===== src/hw/pcd_pkg.sv =====
// Package of constants for the progress code display and fault record block.
package pcd_pkg;

	// ----------------------------------------------------------------------
	// Register offsets
	// ----------------------------------------------------------------------
	localparam logic [11:0] OFS_CODE_LO  = 12'h000;
	localparam logic [11:0] OFS_CODE_HI  = 12'h004;
	localparam logic [11:0] OFS_CTRL     = 12'h008;
	localparam logic [11:0] OFS_RECORD0  = 12'h00C;
	localparam logic [11:0] OFS_RECORD1  = 12'h010;
	localparam logic [11:0] OFS_IRQ_STAT = 12'h014;
	localparam logic [11:0] OFS_IRQ_MASK = 12'h018;

	// ----------------------------------------------------------------------
	// Field positions and reset values
	// ----------------------------------------------------------------------
	localparam int CTRL_TWO_BYTE_BIT = 0;
	localparam int CTRL_INCLUDE_BIT  = 1;
	localparam logic [1:0] CTRL_RESET = 2'h3;
	localparam int IRQ_RECORD_BIT = 0;
	localparam int IRQ_CODE_BIT   = 1;
	localparam int IRQ_WIDTH      = 2;

	// ----------------------------------------------------------------------
	// Fault record encodings
	// ----------------------------------------------------------------------
	localparam logic [3:0] SRC_CLASS      = 4'h3;
	localparam logic [2:0] FORMAT_REV     = 3'h0;
	localparam logic       SRC_IS_SW      = 1'b1;
	localparam logic [7:0] SENSOR_PROC    = 8'h07;
	localparam logic [7:0] TYPE_SPECIFIC  = 8'h6F;
	localparam logic [1:0] SPEC_OEM       = 2'h2;
	localparam logic [1:0] SPEC_NONE      = 2'h0;
	localparam logic [3:0] OFFSET_WDT     = 4'h3;
	localparam logic [7:0] DATA_UNSPEC    = 8'hFF;
	localparam logic [7:0] CODE_RESET     = 8'h00;

endpackage : pcd_pkg


===== src/hw/pcd_display_record.sv =====
// Progress code capture, bicolour indicator drive and fault record assembly.
//
// The placing of the registers and register access over APB were decided locally.
`timescale 1ns/1ps

module pcd_display_record (
	input  wire logic        pclk,            // System clock, 25 MHz.
	input  wire logic        presetn,         // Asynchronous reset, active low.
	input  wire logic        clk_en,          // Clock enable, freezes all state when low.
	input  wire logic        io_wr_lo,        // Strobe: host writes low progress byte.
	input  wire logic        io_wr_hi,        // Strobe: host writes high progress byte.
	input  wire logic [7:0]  io_wdata,        // Byte written by the host.
	input  wire logic        boot_watchdog_fault, // Watchdog fault reset pin.
	input  wire logic        psel,            // APB select.
	input  wire logic        penable,         // APB enable.
	input  wire logic        pwrite,          // APB direction.
	input  wire logic [11:0] paddr,           // APB byte address.
	input  wire logic [31:0] pwdata,          // APB write data.
	output logic [31:0]      prdata,          // APB read data.
	output logic             pready,          // APB ready.
	output logic             pslverr,         // APB error on unmapped address.
	output logic [3:0]       led_red,         // Red elements, index 3 is leftmost (8).
	output logic [3:0]       led_green,       // Green elements, index 3 is leftmost (8).
	output logic             record_valid,    // Pulse: fault record bytes are new.
	output logic [7:0]       record_source_id, // Record source id byte.
	output logic [7:0]       record_sensor,   // Sensor type byte.
	output logic [7:0]       record_type,     // Event type code byte.
	output logic [7:0]       record_data1,    // Event data byte 1.
	output logic [7:0]       record_data2,    // Event data byte 2.
	output logic [7:0]       record_data3,    // Event data byte 3.
	output logic             irq              // Level interrupt, unmasked status set.
);

	// ----------------------------------------------------------------------
	// Pin synchroniser and fault edge detect
	// ----------------------------------------------------------------------
	logic fault_meta;
	logic fault_sync;
	logic fault_prev;
	logic fault_edge;

	always_ff @(posedge pclk or negedge presetn) begin
		if (!presetn) begin
			fault_meta <= 1'b0;
			fault_sync <= 1'b0;
			fault_prev <= 1'b0;
		end else if (clk_en) begin
			fault_meta <= boot_watchdog_fault;
			fault_sync <= fault_meta;
			fault_prev <= fault_sync;
		end
	end

	assign fault_edge = fault_sync & ~fault_prev;

	// ----------------------------------------------------------------------
	// Progress code capture
	// ----------------------------------------------------------------------
	logic [7:0] code_lo;
	logic [7:0] code_hi;
	logic       code_seen;

	// The host strobes come from logic on this clock, so they are read directly.
	always_ff @(posedge pclk or negedge presetn) begin
		if (!presetn) begin
			code_lo   <= pcd_pkg::CODE_RESET;
			code_hi   <= pcd_pkg::CODE_RESET;
			code_seen <= 1'b0;
		end else if (clk_en) begin
			if (io_wr_lo) begin
				code_lo   <= io_wdata;
				code_seen <= 1'b1;
			end
			if (io_wr_hi) begin
				code_hi <= io_wdata;
			end
		end
	end

	// ----------------------------------------------------------------------
	// Bicolour indicators
	// ----------------------------------------------------------------------
	// Index 3 is the leftmost position seen from the rear and weighs 8.
	always_ff @(posedge pclk or negedge presetn) begin
		if (!presetn) begin
			led_red   <= 4'h0;
			led_green <= 4'h0;
		end else if (clk_en) begin
			led_red   <= code_lo[7:4];
			led_green <= code_lo[3:0];
		end
	end

	// ----------------------------------------------------------------------
	// Control register
	// ----------------------------------------------------------------------
	logic [1:0] ctrl;
	logic       wr_en;
	logic       rd_en;
	logic       addr_ok;

	assign wr_en = psel & penable & pwrite;
	assign rd_en = psel & penable & ~pwrite;

	always_comb begin
		unique case (paddr)
			pcd_pkg::OFS_CODE_LO,
			pcd_pkg::OFS_CODE_HI,
			pcd_pkg::OFS_CTRL,
			pcd_pkg::OFS_RECORD0,
			pcd_pkg::OFS_RECORD1,
			pcd_pkg::OFS_IRQ_STAT,
			pcd_pkg::OFS_IRQ_MASK: addr_ok = 1'b1;
			default:               addr_ok = 1'b0;
		endcase
	end

	always_ff @(posedge pclk or negedge presetn) begin
		if (!presetn) begin
			ctrl <= pcd_pkg::CTRL_RESET;
		end else if (clk_en) begin
			if (wr_en && paddr == pcd_pkg::OFS_CTRL) begin
				ctrl <= pwdata[1:0];
			end
		end
	end

	// ----------------------------------------------------------------------
	// Fault record assembly
	// ----------------------------------------------------------------------
	logic       spec;
	logic [7:0] next_data1;
	logic [7:0] next_data2;
	logic [7:0] next_data3;

	// Bytes are specified only when a code exists and inclusion is enabled.
	assign spec = code_seen & ctrl[pcd_pkg::CTRL_INCLUDE_BIT];

	always_comb begin
		if (spec) begin
			next_data1 = {pcd_pkg::SPEC_OEM, pcd_pkg::SPEC_OEM,
				pcd_pkg::OFFSET_WDT};
			next_data2 = code_lo;
			next_data3 = ctrl[pcd_pkg::CTRL_TWO_BYTE_BIT] ?
				code_hi : 8'h00;
		end else begin
			next_data1 = {pcd_pkg::SPEC_NONE, pcd_pkg::SPEC_NONE,
				pcd_pkg::OFFSET_WDT};
			next_data2 = pcd_pkg::DATA_UNSPEC;
			next_data3 = pcd_pkg::DATA_UNSPEC;
		end
	end

	always_ff @(posedge pclk or negedge presetn) begin
		if (!presetn) begin
			record_valid     <= 1'b0;
			record_source_id <= 8'h00;
			record_sensor    <= 8'h00;
			record_type      <= 8'h00;
			record_data1     <= 8'h00;
			record_data2     <= 8'h00;
			record_data3     <= 8'h00;
		end else if (clk_en) begin
			record_valid <= fault_edge;
			if (fault_edge) begin
				record_source_id <= {pcd_pkg::SRC_CLASS, pcd_pkg::FORMAT_REV,
					pcd_pkg::SRC_IS_SW};
				record_sensor    <= pcd_pkg::SENSOR_PROC;
				record_type      <= pcd_pkg::TYPE_SPECIFIC;
				record_data1     <= next_data1;
				record_data2     <= next_data2;
				record_data3     <= next_data3;
			end
		end
	end

	// ----------------------------------------------------------------------
	// Interrupt status and mask
	// ----------------------------------------------------------------------
	logic [pcd_pkg::IRQ_WIDTH-1:0] irq_stat;
	logic [pcd_pkg::IRQ_WIDTH-1:0] irq_mask;
	logic [pcd_pkg::IRQ_WIDTH-1:0] irq_set;
	logic [pcd_pkg::IRQ_WIDTH-1:0] irq_clr;

	always_comb begin
		irq_set = '0;
		irq_set[pcd_pkg::IRQ_RECORD_BIT] = fault_edge;
		irq_set[pcd_pkg::IRQ_CODE_BIT]   = io_wr_lo | io_wr_hi;
	end

	assign irq_clr = (wr_en && paddr == pcd_pkg::OFS_IRQ_STAT) ?
		pwdata[pcd_pkg::IRQ_WIDTH-1:0] : '0;

	// A set in the same cycle as a clear wins.
	always_ff @(posedge pclk or negedge presetn) begin
		if (!presetn) begin
			irq_stat <= '0;
			irq_mask <= '0;
			irq      <= 1'b0;
		end else if (clk_en) begin
			irq_stat <= (irq_stat & ~irq_clr) | irq_set;
			if (wr_en && paddr == pcd_pkg::OFS_IRQ_MASK) begin
				irq_mask <= pwdata[pcd_pkg::IRQ_WIDTH-1:0];
			end
			irq <= |(((irq_stat & ~irq_clr) | irq_set) & irq_mask);
		end
	end

	// ----------------------------------------------------------------------
	// APB slave
	// ----------------------------------------------------------------------
	logic [31:0] next_rdata;

	always_comb begin
		next_rdata = 32'h0000_0000;
		unique case (paddr)
			pcd_pkg::OFS_CODE_LO:  next_rdata = {24'h000000, code_lo};
			pcd_pkg::OFS_CODE_HI:  next_rdata = {24'h000000, code_hi};
			pcd_pkg::OFS_CTRL:     next_rdata = {30'h0, ctrl};
			pcd_pkg::OFS_RECORD0:  next_rdata = {record_data1, record_type,
				record_sensor, record_source_id};
			pcd_pkg::OFS_RECORD1:  next_rdata = {16'h0000, record_data3, record_data2};
			pcd_pkg::OFS_IRQ_STAT: next_rdata = {30'h0, irq_stat};
			pcd_pkg::OFS_IRQ_MASK: next_rdata = {30'h0, irq_mask};
			default:               next_rdata = 32'h0000_0000;
		endcase
	end

	// Ready is raised in the first access cycle and dropped after one cycle.
	always_ff @(posedge pclk or negedge presetn) begin
		if (!presetn) begin
			pready  <= 1'b0;
			pslverr <= 1'b0;
			prdata  <= 32'h0000_0000;
		end else if (clk_en) begin
			pready  <= psel & ~penable;
			pslverr <= psel & ~penable & ~addr_ok;
			if (psel && !penable && !pwrite) begin
				prdata <= next_rdata;
			end
		end
	end

	// The register write above acts at the edge where pready is high; read data is captured at the setup-cycle edge before it.
	logic unused_rd;
	assign unused_rd = rd_en;

endmodule // pcd_display_record


===== config.mk =====
export PLATFORM = sky130hd
export DESIGN_NAME = pcd_display_record
export DESIGN_NICKNAME = d
export VERILOG_FILES = /design/src/hw/pcd_pkg.sv /design/src/hw/pcd_display_record.sv
export SDC_FILE = /design/constraint.sdc
export NUM_CORES = 1
export LEC_CHECK = 0
export BUFFER_PORTS_ARGS = -buffer_cell sky130_fd_sc_hd__buf_2
export CORE_MARGIN = 2
export CORE_UTILIZATION = 51
export DETAILED_ROUTE_END_ITERATION = 8
export PLACE_DENSITY_LB_ADDON = 0.25
export RECOVER_POWER = 50
export SYNTH_ARGS = -nofsm -noshare
export SYNTH_HDL_FRONTEND = slang
export SYNTH_SLANG_ARGS = --single-unit
export TNS_END_PERCENT = 20

===== constraint.sdc =====
create_clock -name pclk -period 4 [get_ports pclk]
set_clock_uncertainty 0.1 [all_clocks]
set_input_delay 1.2 -clock pclk [delete_from_list [all_inputs] [get_ports pclk]]
set_output_delay 1.2 -clock pclk [all_outputs]
set_load 0.02 [all_outputs]

==> Word level (Yosys, flattened, before mapping) <==
Cells that the tools add are included.
{ "word_totals": {"reg_bits": 96, "in_bits": 61, "out_inout_bits": 92, "elab_cells": 64} }
{ "op_classes": {"eq_ne": 6, "mux": 7, "bitwise_logic": 14, "reduce_logical": 16} }
{ "op_table": {"columns": ["operator", "count"], "rows": [
  ["32-bit case mux with 7 select lines", 1],
  ["12-bit by 5-bit equality test with 1-bit output, second input constant", 3],
  ["8-bit 2-to-1 mux", 4],
  ["12-bit by 4-bit equality test with 1-bit output, second input constant", 2],
  ["12-bit by 3-bit equality test with 1-bit output, second input constant", 1],
  ["12-bit zero test", 1],
  ["2-bit AND reduction", 6],
  ["7-bit OR reduction", 1],
  ["1-bit AND", 6],
  ["1-bit logical AND", 5],
  ["2-bit AND", 2],
  ["1-bit inverter", 3],
  ["1-bit zero test", 2],
  ["2-bit 2-to-1 mux", 1],
  ["2-bit inverter", 1],
  ["2-bit OR", 1],
  ["2-bit OR reduction", 1],
  ["1-bit 2-to-1 mux", 1],
  ["1-bit OR", 1]
]} }

==> Depth between registers and ports, before layout <==
Gate-level depths: netlist of the first run.
{ "logic_depth": {"word_depth": 9, "ltp_mapped": 6, "ltp_nobuf": 4} }

==> Least setup slack after synthesis of the first run <==
No wires, ideal clock.
{ "synth_timing": {"path_type": "input-to-reg", "from": "input paddr[0]", "to": "register ctrl[0]", "setup_ns": 0.085, "arrival_time_ns": 2.750, "t_required_ns": 3.815, "slack_ns": 1.066, "path_stages": 4, "path_buffers": 0, "path_cell_list": "or4_4 > or3_4 > nor4_2 > mux2_1"} }
{ "synth_via": {"elab_chain_len": 3} }
{ "synth_rtl": {"columns": ["item", "line_no", "source"], "rows": [
  ["start: declaration", "pcd_display_record.sv:17", "input wire logic [11:0] paddr,"],
  ["12-bit by 4-bit equality test with 1-bit output", "pcd_display_record.sv:122", "if (wr_en && paddr == pcd_pkg::OFS_CTRL) begin"],
  ["1-bit logical AND", "pcd_display_record.sv:122", null],
  ["2-bit AND reduction (no line)", null, null],
  ["end signal: assignment", "pcd_display_record.sv:120", "ctrl <= pcd_pkg::CTRL_RESET;"],
  ["end signal: assignment", "pcd_display_record.sv:123", "ctrl <= pwdata[1:0];"],
  ["end: declaration", "pcd_display_record.sv:97", "logic [1:0] ctrl;"]
]} }
Every way passes these cells.
A chain may end at the register's enable or synchronous reset.

==> Worst setup path after layout of the first run <==
{ "layout_timing": {"from": "input clk_en", "to": "register irq_mask[0] (netlist name)"} }
{ "layout_via": {"elab_chain_len": 1} }
{ "layout_rtl": {"columns": ["item", "line_no", "source"], "rows": [
  ["start: declaration", "pcd_display_record.sv:9", "input wire logic clk_en,"],
  ["2-bit AND reduction (no line)", null, null],
  ["end signal: assignment", "pcd_display_record.sv:203", "irq_mask <= pwdata[pcd_pkg::IRQ_WIDTH-1:0];"],
  ["end: declaration", "pcd_display_record.sv:181", "logic [pcd_pkg::IRQ_WIDTH-1:0] irq_mask;"]
]} }
Every way passes these cells.

==> results of run 1 <==
## stage by stage
stage	hold WS, ps	instances
5_1_grt	411.5	484
4_1_cts	376.4	484
6_report	376.4	484
2_1_floorplan	334.3	344
3_5_place_dp	354.2	468
3_3_place_gp	351.0	468
## sequential cells by signal, indices dropped and copies added (netlist names)
name          flops
led_green         4
code_hi           8
record_data2      8
fault_meta        1
code_seen         1
irq               1
pready            1
prdata           18
code_lo           8
irq_stat          2
fault_sync        1
record_data1      2
record_data3      8
led_red           4
record_valid      1
pslverr           1
ctrl              2
fault_prev        1
irq_mask          2
## synth_stat cells, types with 5 or more instances
library cell,instances
mux2_2,29
buf_4,44
o22a_1,8
o21ai_1,9
o31ai_1,9
dfrtp_1,72
nand2_1,30
a21oi_1,18
o21ai_0,6
mux2i_1,9
inv_1,5
nor2_1,24
clkbuf_1,13
## worst max path at each step
| stage | end | slack (ps) | cells past startpoint |
|---|---|---|---|
| after global placement | ctrl[1] | 800 | 5 |
| after global routing | prdata[25] | 690 | 5 |
| after CTS | ctrl[1] | 1150 | 5 |
| final | irq_mask[0] | 860 | 5 |
| after detailed placement | ctrl[1] | 780 | 5 |
| after floorplan | ctrl[0] | 1070 | 4 |
## power by group
group / switching, uW / total [uW] / internal (uW)
logic: 128 / 213 / 84.5
registers: 38.6 / 836 / 798
clock network: 286 / 659 / 373
total: 453 / 1710 / 1260
## cell type report
| type | instances | area (um2) |
|---|---|---|
| timing repair buffer | 103 | 504.2 |
| fill | 590 | 2700 |
| tap | 80 | 100.1 |
| sequential | 74 | 1854 |
| clock inverter | 5 | 85.08 |
| multi-input combinational | 206 | 1353 |
| inverter | 5 | 18.77 |
| clock buffer | 11 | 141.4 |
## cell families after synthesis
| logic type | Yosys count |
|---|---|
| DFF | 74 |
| AOI/OAI and AO/OA | 58 |
| buffers and inverters | 64 |
| other | 1 |
| muxes | 42 |
| and+or+nand+nor | 84 |
## worst max-delay path: stages
cell and delay, ps:
clkbuf_1 770, nand4_1 270, nor4_1 490, nand4b_1 220
mux2_2 310
## placed cells by master (no fill, tap or decap), types with 3 or more instances in the layout
master / Yosys / routed
a21oi_1: 18 / 18
buf_2: 0 / 90
clkbuf_1: 13 / 12
clkbuf_8: 0 / 10
conb_1: 1 / 22
dfrtp_1: 72 / 72
inv_1: 5 / 5
mux2_2: 29 / 29
mux2i_1: 9 / 9
nand2_1: 30 / 30
nand2b_1: 4 / 4
nand4_1: 3 / 3
nor2_1: 24 / 24
nor2b_1: 4 / 4
o21ai_0: 6 / 6
o21ai_1: 9 / 9
o22a_1: 8 / 8
o2bb2ai_1: 3 / 3
o31ai_1: 9 / 9
## per-layer routing
layer  up-vias  part of all wire, %
met1      1243                   47
li1       1220                    -
met3        13                  6.4
met4         0                  1.2
met5         -                    0
met2       100                   45
==> flow_summary.yaml, run 1 <==
critical_path:
  crit_start: "clk_en"
  r2r_cells: 4
  r2r-end: "record_data3[4]"
  start_kind: "input pin"
  crit_required_ps: 4130
  arrival_ps: 3270
  worstPathMaxFanout: 21
  r2r_start: "fault_prev"
  ff2ff_setup_slack_ps: 2230
  endpoint_kind: "register"
  path_class: "input pin to register"
global_routing:
  grt_antenna_before_repair: 0
  top_usage_layer: "met2"
  use_met3_pct: 5.687
  grt_pass1_vias: 2323
  grt_use_total_pct: 19.37
  grt_first_pass_wirelength_mm: 11.36
  gr-usage-met2_pct: 28.31
  grt_use_met1_pct: 27.83
  globalRouteOverflowTotal: 0
  grt_start_max_net_pins: 75
timing:
  post-route-period-util_pct: 78.39
  period_needed_ps: 3135
  hold_viol: 0
  fin_tns_setup_ps: 0
  setup_viol: 0
  rsz0062_at_grt: "false"
  final_max_slew_viol_count: 75
  max_slew_margin_pct: -18.89
  worstMarginPinSlew_ps: 1783
  fin_ws_ps: 864.6
  max_freq_ghz: 0.3189
synthesis:
  synth_top_family_by_area: "multiplexers"
  synth-seq-cells: 74
  synthAdderAreaFrac_pct: 0
  synthTopCellsByArea: "dfrtp_1, buf_4, mux2_2, nand2_1, a21oi_1"
  synth_mux_area_share_pct: 13.67
  synth_compound_area_share_pct: 10.42
  syn_inst: 323
  synth.top_cell.area_share_pct: 50.88
  ys_async_sr_fraction_pct: 100.0
  syn_area_um2: 3541
  syn_avg_cell_area_um2: 10.96
  synth_xor_area_share_pct: 0
  synth_edf_count: 0
  synthDistinctLibCells: 40
  ys.flop_type: "dfrtp_1"
  synthSimpleGateAreaFrac_pct: 11.77
  yosysSeqAreaShare_pct: 52.37
  synth_top_area_cell: "dfrtp_1"
  ys_warn_count: 0
placed_design:
  dpl_cell_area_um2: 3861
  io_buffers: 100
  gp_congestion: 0.8911
  post-dp-hpwl_mm: 5.185
  dpl_worst_slack_ps: 775.5
hold_path:
  whs_path_depth: 2
  hold_end: "prdata[9]"
  min_from: "prdata[9]"
  min_path_type: "register to register"
finish:
  synthToLayoutAreaGrowth_pct: 14.56
  drive_above_1_share_pct: 35.89
  antenna-diode-count: 0
  final_util_pct: 60.04
  final_nets: 460
  final_cell_area_um2: 4056
clock_tree:
  cts_buffers: 9
  clock_latency_ps: 350
  ctsHoldBuffers: 0
  cts.reportedPaths.clkPinSlew_ps: 70
  cts_setup_buffers: 0
  clock_path_buffers: 2
  htree_levels: 3
  cts-root-buf: "clkbuf_8"
  cts_tree: "yes"
  cts_sinks: 74
  cts.repair.resized: 0
routing:
  routed-via-count: 2576
  drcViolationCount: 0
  postRouteAntennaNets: 0
  drt_first_pass_iters: 4
  drt-initial-drc-count: 132
  finalWirelength_mm: 7.255
  avgViaCountPerCell: 5.322
  wl_per_cell_um: 14.99
floorplanning:
  dieArea_um2: 7626
  coreArea_um2: 6756
  die_w_um: 87.33
  io_pins: 153
  start_util_pct: 52.41
  rows: 30
  die_y_um: 87.33
status:
  status: "finished, violations left"
  failed_checks: "max-capacitance violations, max-slew violations"
pwr:
  power.total_uw: 1708
  power_leakage_uw: 0.001846
  ir_drop_uv: 247.9
  powerDensity_nw_per_um2: 421.1
run:
  max_cap_violations: 1
(Power assumes the default switching activity.)
==> inputs of run 2 (changes only) <==
--- a/config.mk
+++ b/config.mk
@@ -5,9 +5,10 @@
 export SDC_FILE = /design/constraint.sdc
 export NUM_CORES = 1
 export LEC_CHECK = 0
+export ABC_AREA = 1
 export BUFFER_PORTS_ARGS = -buffer_cell sky130_fd_sc_hd__buf_2
 export CORE_MARGIN = 2
-export CORE_UTILIZATION = 51
+export CORE_UTILIZATION = 43
 export DETAILED_ROUTE_END_ITERATION = 8
 export PLACE_DENSITY_LB_ADDON = 0.25
 export RECOVER_POWER = 50
==> constraint.sdc (replaced) <==
create_clock -name pclk -period 2.7 [get_ports pclk]
set_clock_uncertainty 0.1 [all_clocks]
set_input_delay 0.81 -clock pclk [delete_from_list [all_inputs] [get_ports pclk]]
set_output_delay 0.81 -clock pclk [all_outputs]
set_load 0.02 [all_outputs]
==> run 2 against run 1 <==
Effect of this change:
- the flow now finishes without violations
- critical path depth up 3
- final cell count up 30%
- utilization decreased by 9.3 points
- clock power grew 30%
- power is 36% higher
- wire length grew 17%
- final area rose by 3.3%
- register-to-register slack worse by 1200 ps
- area after synthesis up 3.5%
- worst setup slack got worse by 390 ps
- first-iteration DRC count is 52% higher
- critical path type unchanged
- critical endpoint is now irq
- largest power group unchanged
==> flow_summary.yaml, run 2 <==
status:
  status: "complete, no violations"
synthesis:
  synth_top_area_cell: "dfrtp_1"
  syn_inst: 440
  synth_edf_count: 0
  synth-seq-cells: 74
  syn_area_um2: 3666
  synth.most_common_cell: "nand2_1"
  yosysSeqAreaShare_pct: 50.58
  syn_avg_cell_area_um2: 8.332
  synth_common_cells: "nand2_1, dfrtp_1, buf_4"
  ys_async_sr_fraction_pct: 100.0
  synthDistinctLibCells: 31
  synthTopCellsByArea: "dfrtp_1, nand2_1, buf_4, o21ai_0, inv_1"
  ys_warn_count: 0
  synth.top_cell.area_share_pct: 49.15
  ys.flop_type: "dfrtp_1"
pwr:
  power_leakage_uw: 0.002285
  power.total_uw: 2325
  comb_power_share_pct: 11.0
  pwr-share-clk_pct: 36.8
  p_sw_uw: 642.8
  p_seq_share_pct: 52.2
  power.internal_uw: 1682
  powerDensity_nw_per_um2: 554.6
  ir_drop_uv: 380.7
  p_sw_share_pct: 27.65
timing:
  post-route-period-util_pct: 82.39
  max_freq_ghz: 0.4495
  fin_tns_setup_ps: 0
  final_max_slew_viol_count: 0
  rsz0062_at_grt: "false"
  setup_viol: 0
  max_slew_margin_pct: 14.86
  hold_viol: 0
  period_needed_ps: 2225
  worstMarginPinSlew_ps: 1277
global_routing:
  grt_antenna_before_repair: 0
  grt_pass1_vias: 2783
  grt_first_pass_wirelength_mm: 13.56
  globalRouteOverflowTotal: 0
  grt_use_total_pct: 19.69
  grt_start_max_net_pins: 35
critical_path:
  endpoint_kind: "register"
  crit_required_ps: 2890
  start_kind: "input pin"
  arrival_ps: 2410
  path_class: "input pin to register"
  path_delay_family: "buffers and inverters"
  cpMaxStageDelayCell: "clkbuf_1"
  slowest_delay_ps: 420
  critPathBufInv: 3
  r2r_cells: 7
  path_depth: 8
  worstPathMaxFanout: 14
  worstPathCellList: "clkbuf_1 > nand2_4 > nor2_1 > clkbuf_1 > inv_2 > nand2_1 > nand2_1 > nand3_1"
floorplanning:
  die_y_um: 96.34
  rows: 33
  start_util_pct: 44.39
  die_w_um: 96.34
  io_pins: 153
  dieArea_um2: 9280
  coreArea_um2: 8258
clock_tree:
  cts.repair.resized: 0
  cts-root-buf: "clkbuf_8"
  cts.reportedPaths.clkPinSlew_ps: 70
  htree_levels: 3
  cts_buffers: 9
  ctsHoldBuffers: 0
  cts_tree: "yes"
  cts_setup_buffers: 0
  clock_latency_ps: 350
  cts_sinks: 74
  clock_path_buffers: 2
finish:
  final_util_pct: 50.76
  drive_above_1_share_pct: 26.43
  largest_register: "prdata"
  synthToLayoutAreaGrowth_pct: 14.33
  multi_input_area_um2: 1300
  fillers: 840
  ff_latch_area_um2: 1854
  layout_common_cells: "nand2_1, buf_2, dfrtp_1, inv_1, o21ai_0"
  largest_reg_flops: 18
  final_nets: 583
  final_common_cell: "nand2_1"
  antenna-diode-count: 0
  final_cell_count_no_fill: 631
hold_path:
  whs_path_depth: 2
  min_path_type: "register to register"
routing:
  drt-initial-drc-count: 200
  wl_per_cell_um: 13.42
  drt_first_pass_iters: 4
  finalWirelength_mm: 8.467
  routed-via-count: 3022
  postRouteAntennaNets: 0
  drcViolationCount: 0
  avgViaCountPerCell: 4.789
placed_design:
  post-dp-hpwl_mm: 6.367
  post-place-cells: 616
  gp_congestion: 0.8371
  io_buffers: 100
run:
  max_cap_violations: 0
==> run 2: changes by cell type after synthesis, moves of 5 or more <==
cell	previous run	this run
clkbuf_1	13	5
inv_1	5	41
inv_2	0	5
mux2_2	29	0
mux2i_1	9	0
nand2_1	30	125
nand3_1	2	15
nor2_1	24	29
o21ai_0	6	34
o21ai_1	9	4
o22a_1	8	0
o31ai_1	9	4
==> run 2: power groups by stage <==
stage | Combinational [uW] | Sequential, uW | Clock (uW)
floorplan | 156 | 1250 | 0
global placement | 258 | 1230 | 0
detailed placement | 263 | 1230 | 0
CTS | 264 | 1210 | 871
global route | 288 | 1220 | 931
finish | 256 | 1210 | 856
==> run 2: worst paths after layout <==
check,startpoint,endpoint,slack [ps]
setup reg to reg,fault_sync,irq,1000
setup / recovery,clk_en,irq,480
max in group asynchronous,presetn,ctrl[0],800
min in group asynchronous,presetn,code_hi[3],620
hold / removal,fault_meta,fault_meta,380
hold reg to reg,fault_meta,fault_meta,380
==> run 2: final cells by class <==
| class | count | share of cell area (%) |
|---|---|---|
| sequential | 74 | 44.24 |
| multi-input combinational | 285 | 31.02 |
| timing repair buffer | 106 | 12.90 |
| inverter | 46 | 4.119 |
| clock buffer | 10 | 3.284 |
| tap | 105 | 3.134 |
| clock inverter | 5 | 1.313 |
==> run 2: cell families (layout without fill, tap and decap cells) <==
logic type	Yosys count	in the layout	share of synthesized area (%)
other	1	22	0.1023
AO/OA/AOI/OAI	74	74	11.40
buffers and inverters	102	167	15.90
AND/OR/NAND/NOR	189	189	22.01
flip-flops	74	74	50.58
==> run 2: tightest hold or removal path: cells and delay by family (launching register included) <==
kind,cells,cell delay (ps)
flops,1,350
simple gates,2,100
==> run 2: per-layer routing <==
layer / vias to the layer above / wire [um] / global-route usage, %
li1: 1489 / - / -
met1: 1407 / 3866 / 26.86
met2: 118 / 3848 / 30.09
met3: 8 / 645 / 6.030
met4: 0 / 106 / 6.221
met5: - / 0 / 0
==> run 2: per-stage QoR <==
| step | hold slack [ps] | worst slack (ps) | cell area, um2 |
|---|---|---|---|
| 5_1_grt | 402.6 | 333.4 | 4192 |
| 3_3_place_gp | 355.5 | 471.9 | 4024 |
| 3_5_place_dp | 358.7 | 471.6 | 4024 |
| 6_report | 375.4 | 475.4 | 4192 |
| 4_1_cts | 338.0 | 598.5 | 4217 |
| 2_1_floorplan | 342.2 | 915.1 | 3745 |
==> inputs of run 3 (changes only) <==
--- a/config.mk
+++ b/config.mk
@@ -5,7 +5,7 @@
 export SDC_FILE = /design/constraint.sdc
 export NUM_CORES = 1
 export LEC_CHECK = 0
-export ABC_AREA = 1
+export ABC_AREA = 0
 export BUFFER_PORTS_ARGS = -buffer_cell sky130_fd_sc_hd__buf_2
 export CORE_MARGIN = 2
 export CORE_UTILIZATION = 43
==> constraint.sdc (replaced) <==
create_clock -name pclk -period 2 [get_ports pclk]
set_clock_uncertainty 0.1 [all_clocks]
set_input_delay 0.6 -clock pclk [delete_from_list [all_inputs] [get_ports pclk]]
set_output_delay 0.6 -clock pclk [all_outputs]
set_load 0.02 [all_outputs]
==> run 3 against run 2 <==
Effect of this change:
- the run now ends with negative setup slack left
- sequential cell count unchanged
- final area grew 1.2%
- clock power increased by 50%
- via count is 15% lower
- power increased by 46%
- critical endpoint is now ctrl[1]
==> flow_summary.yaml, run 3 (synthesized netlist as in run 1, its figures left out) <==
status:
  status: "finished, violations left"
  failed_checks: "negative setup slack"
pwr:
  power.total_uw: 3405
  power.internal_uw: 2490
  p_sw_uw: 914.9
  power_leakage_uw: 0.001968
  p_seq_share_pct: 49.2
  pwr-share-clk_pct: 37.5
  p_sw_share_pct: 26.87
  powerDensity_nw_per_um2: 802.5
  ir_drop_uv: 536.8
  comb_power_share_pct: 13.3
timing:
  max_freq_ghz: 0.4959
  rsz0062_at_grt: "true"
  setup_viol: 2
  hold_viol: 0
  post-route-period-util_pct: 100.8
  worstMarginPinSlew_ps: 1010
  fin_ws_ps: -16.36
  fin_tns_setup_ps: -24.48
  max_slew_margin_pct: 32.66
  final_max_slew_viol_count: 0
  period_needed_ps: 2016
floorplanning:
  io_pins: 153
  die_w_um: 94.75
  dieArea_um2: 8977
  start_util_pct: 43.75
  rows: 33
  coreArea_um2: 8093
  die_y_um: 94.75
critical_path:
  r2r_start: "record_data1[1]"
  arrival_ps: 2190
  slowest_delay_ps: 520
  r2r_cells: 4
  ff2ff_setup_slack_ps: 490
  path_delay_family: "simple AND/OR/NAND/NOR gates"
  start_kind: "input pin"
  worstPathMaxFanout: 5
  worstPathCellList: "buf_2 > or4_4 > or3_4 > nor4_4 > mux2_1"
  r2r-end: "prdata[4]"
  endpoint_kind: "register"
  path_class: "input pin to register"
  critPathBufInv: 1
  crit_start: "paddr[0]"
  cpMaxStageDelayCell: "or4_4"
  crit_required_ps: 2180
global_routing:
  grt_pass1_vias: 2355
  globalRouteOverflowTotal: 0
  grt_first_pass_wirelength_mm: 11.87
  grt_use_total_pct: 17.25
  grt_antenna_before_repair: 0
  grt_start_max_net_pins: 75
finish:
  largest_register: "prdata"
  final_common_cell: "buf_2"
  final_nets: 475
  antenna-diode-count: 0
  largest_reg_flops: 18
  layout_common_cells: "buf_2, dfrtp_1, nand2_1, mux2_2, nor2_1"
  final_cell_area_um2: 4243
  synthToLayoutAreaGrowth_pct: 19.82
  drive_above_1_share_pct: 41.05
routing:
  drt_first_pass_iters: 6
  drcViolationCount: 0
  drt-initial-drc-count: 115
  wl_per_cell_um: 14.31
  finalWirelength_mm: 7.499
  avgViaCountPerCell: 4.880
  postRouteAntennaNets: 0
  routed-via-count: 2557
clock_tree:
  clock_path_buffers: 2
  cts_sinks: 74
  cts.reportedPaths.clkPinSlew_ps: 80
  clock_latency_ps: 350
  htree_levels: 3
  cts_buffers: 9
  cts-root-buf: "clkbuf_8"
  cts_tree: "yes"
placed_design:
  dpl_cell_area_um2: 4039
  gp_congestion: 0.8599
  post-dp-hpwl_mm: 5.537
  io_buffers: 100
hold_path:
  hold_end: "code_seen"
  min_from: "code_seen"
  min_path_type: "register to register"
  whs_path_depth: 1
run:
  max_cap_violations: 0
[run 3: cell count changes in the layout (fill, tap and decap cells not counted), moves of 4 or more]
cell / previous run / this run
o22a_1: 0 / 8
nand2_1: 125 / 30
o21ai_1: 4 / 9
nor2_2: 4 / 0
inv_1: 41 / 5
o21ai_0: 34 / 5
nor2_1: 30 / 24
nor2b_1: 0 / 4
buf_4: 1 / 13
mux2i_1: 0 / 9
inv_2: 4 / 0
nand3_1: 15 / 2
mux2_2: 0 / 29
nand2_2: 4 / 0
[run 3: power by group through the flow]
stage,combinational [uW],clock (uW),sequential (uW)
after global placement,460,0,1700
after detailed placement,465,0,1700
after floorplan,274,0,1730
final,453,1280,1670
after global routing,496,1350,1690
after CTS,468,1300,1670
[run 3: how the worst max path moves through the flow]
stage          slack [ps]  depth (start not counted)     endpoint
3_5_place_dp         -410                          6   prdata[15]
5_1_grt               -80                          6  irq_mask[1]
2_1_floorplan        -290                          5    prdata[4]
6_report              -20                          5      ctrl[1]
4_1_cts               -20                          5      ctrl[1]
3_3_place_gp         -390                          5      ctrl[0]
[run 3: through the flow]
step	setup slack (ps)	hold WS, ps	instances	util (%)
3_5_place_dp	-409.4	352.6	508	49.91
5_1_grt	-78.58	375.0	524	52.43
6_report	-16.36	370.6	524	52.43
3_3_place_gp	-393.0	350.3	508	49.91
4_1_cts	-16.11	173.9	524	52.63
2_1_floorplan	-290.4	204.4	344	-
[run 3: routing by layer]
layer	share of wire [%]	global-route usage (%)	vias up
met4	1.1	6.884	0
met2	46	26.89	87
met3	6.6	4.230	7
met1	47	23.23	1218
met5	0	0	-
li1	-	-	1245
[run 3: layout make-up]
cell class,instances,area [um2]
flip-flops and latches,74,1854
repair buffers,118,635.6
well taps,105,131.4
clock buffers,10,127.6
fillers,745,3850
clock inverters,6,90.09
inverters,5,18.77
multi-input cells,206,1385
[run 3: what timing repair did]
item	in CTS	in global routing
hold buffers	0	0
pin swaps	3	2
setup endpoints to repair	7	16
resized for setup	1	6
setup buffers	0	0
[run 3: worst reg2reg max path: stages (launching register included)]
cell,delay [ps]
dfrtp_1,520
nor3b_1,200
buf_4,160
a311oi_1,300
o21ai_1,110
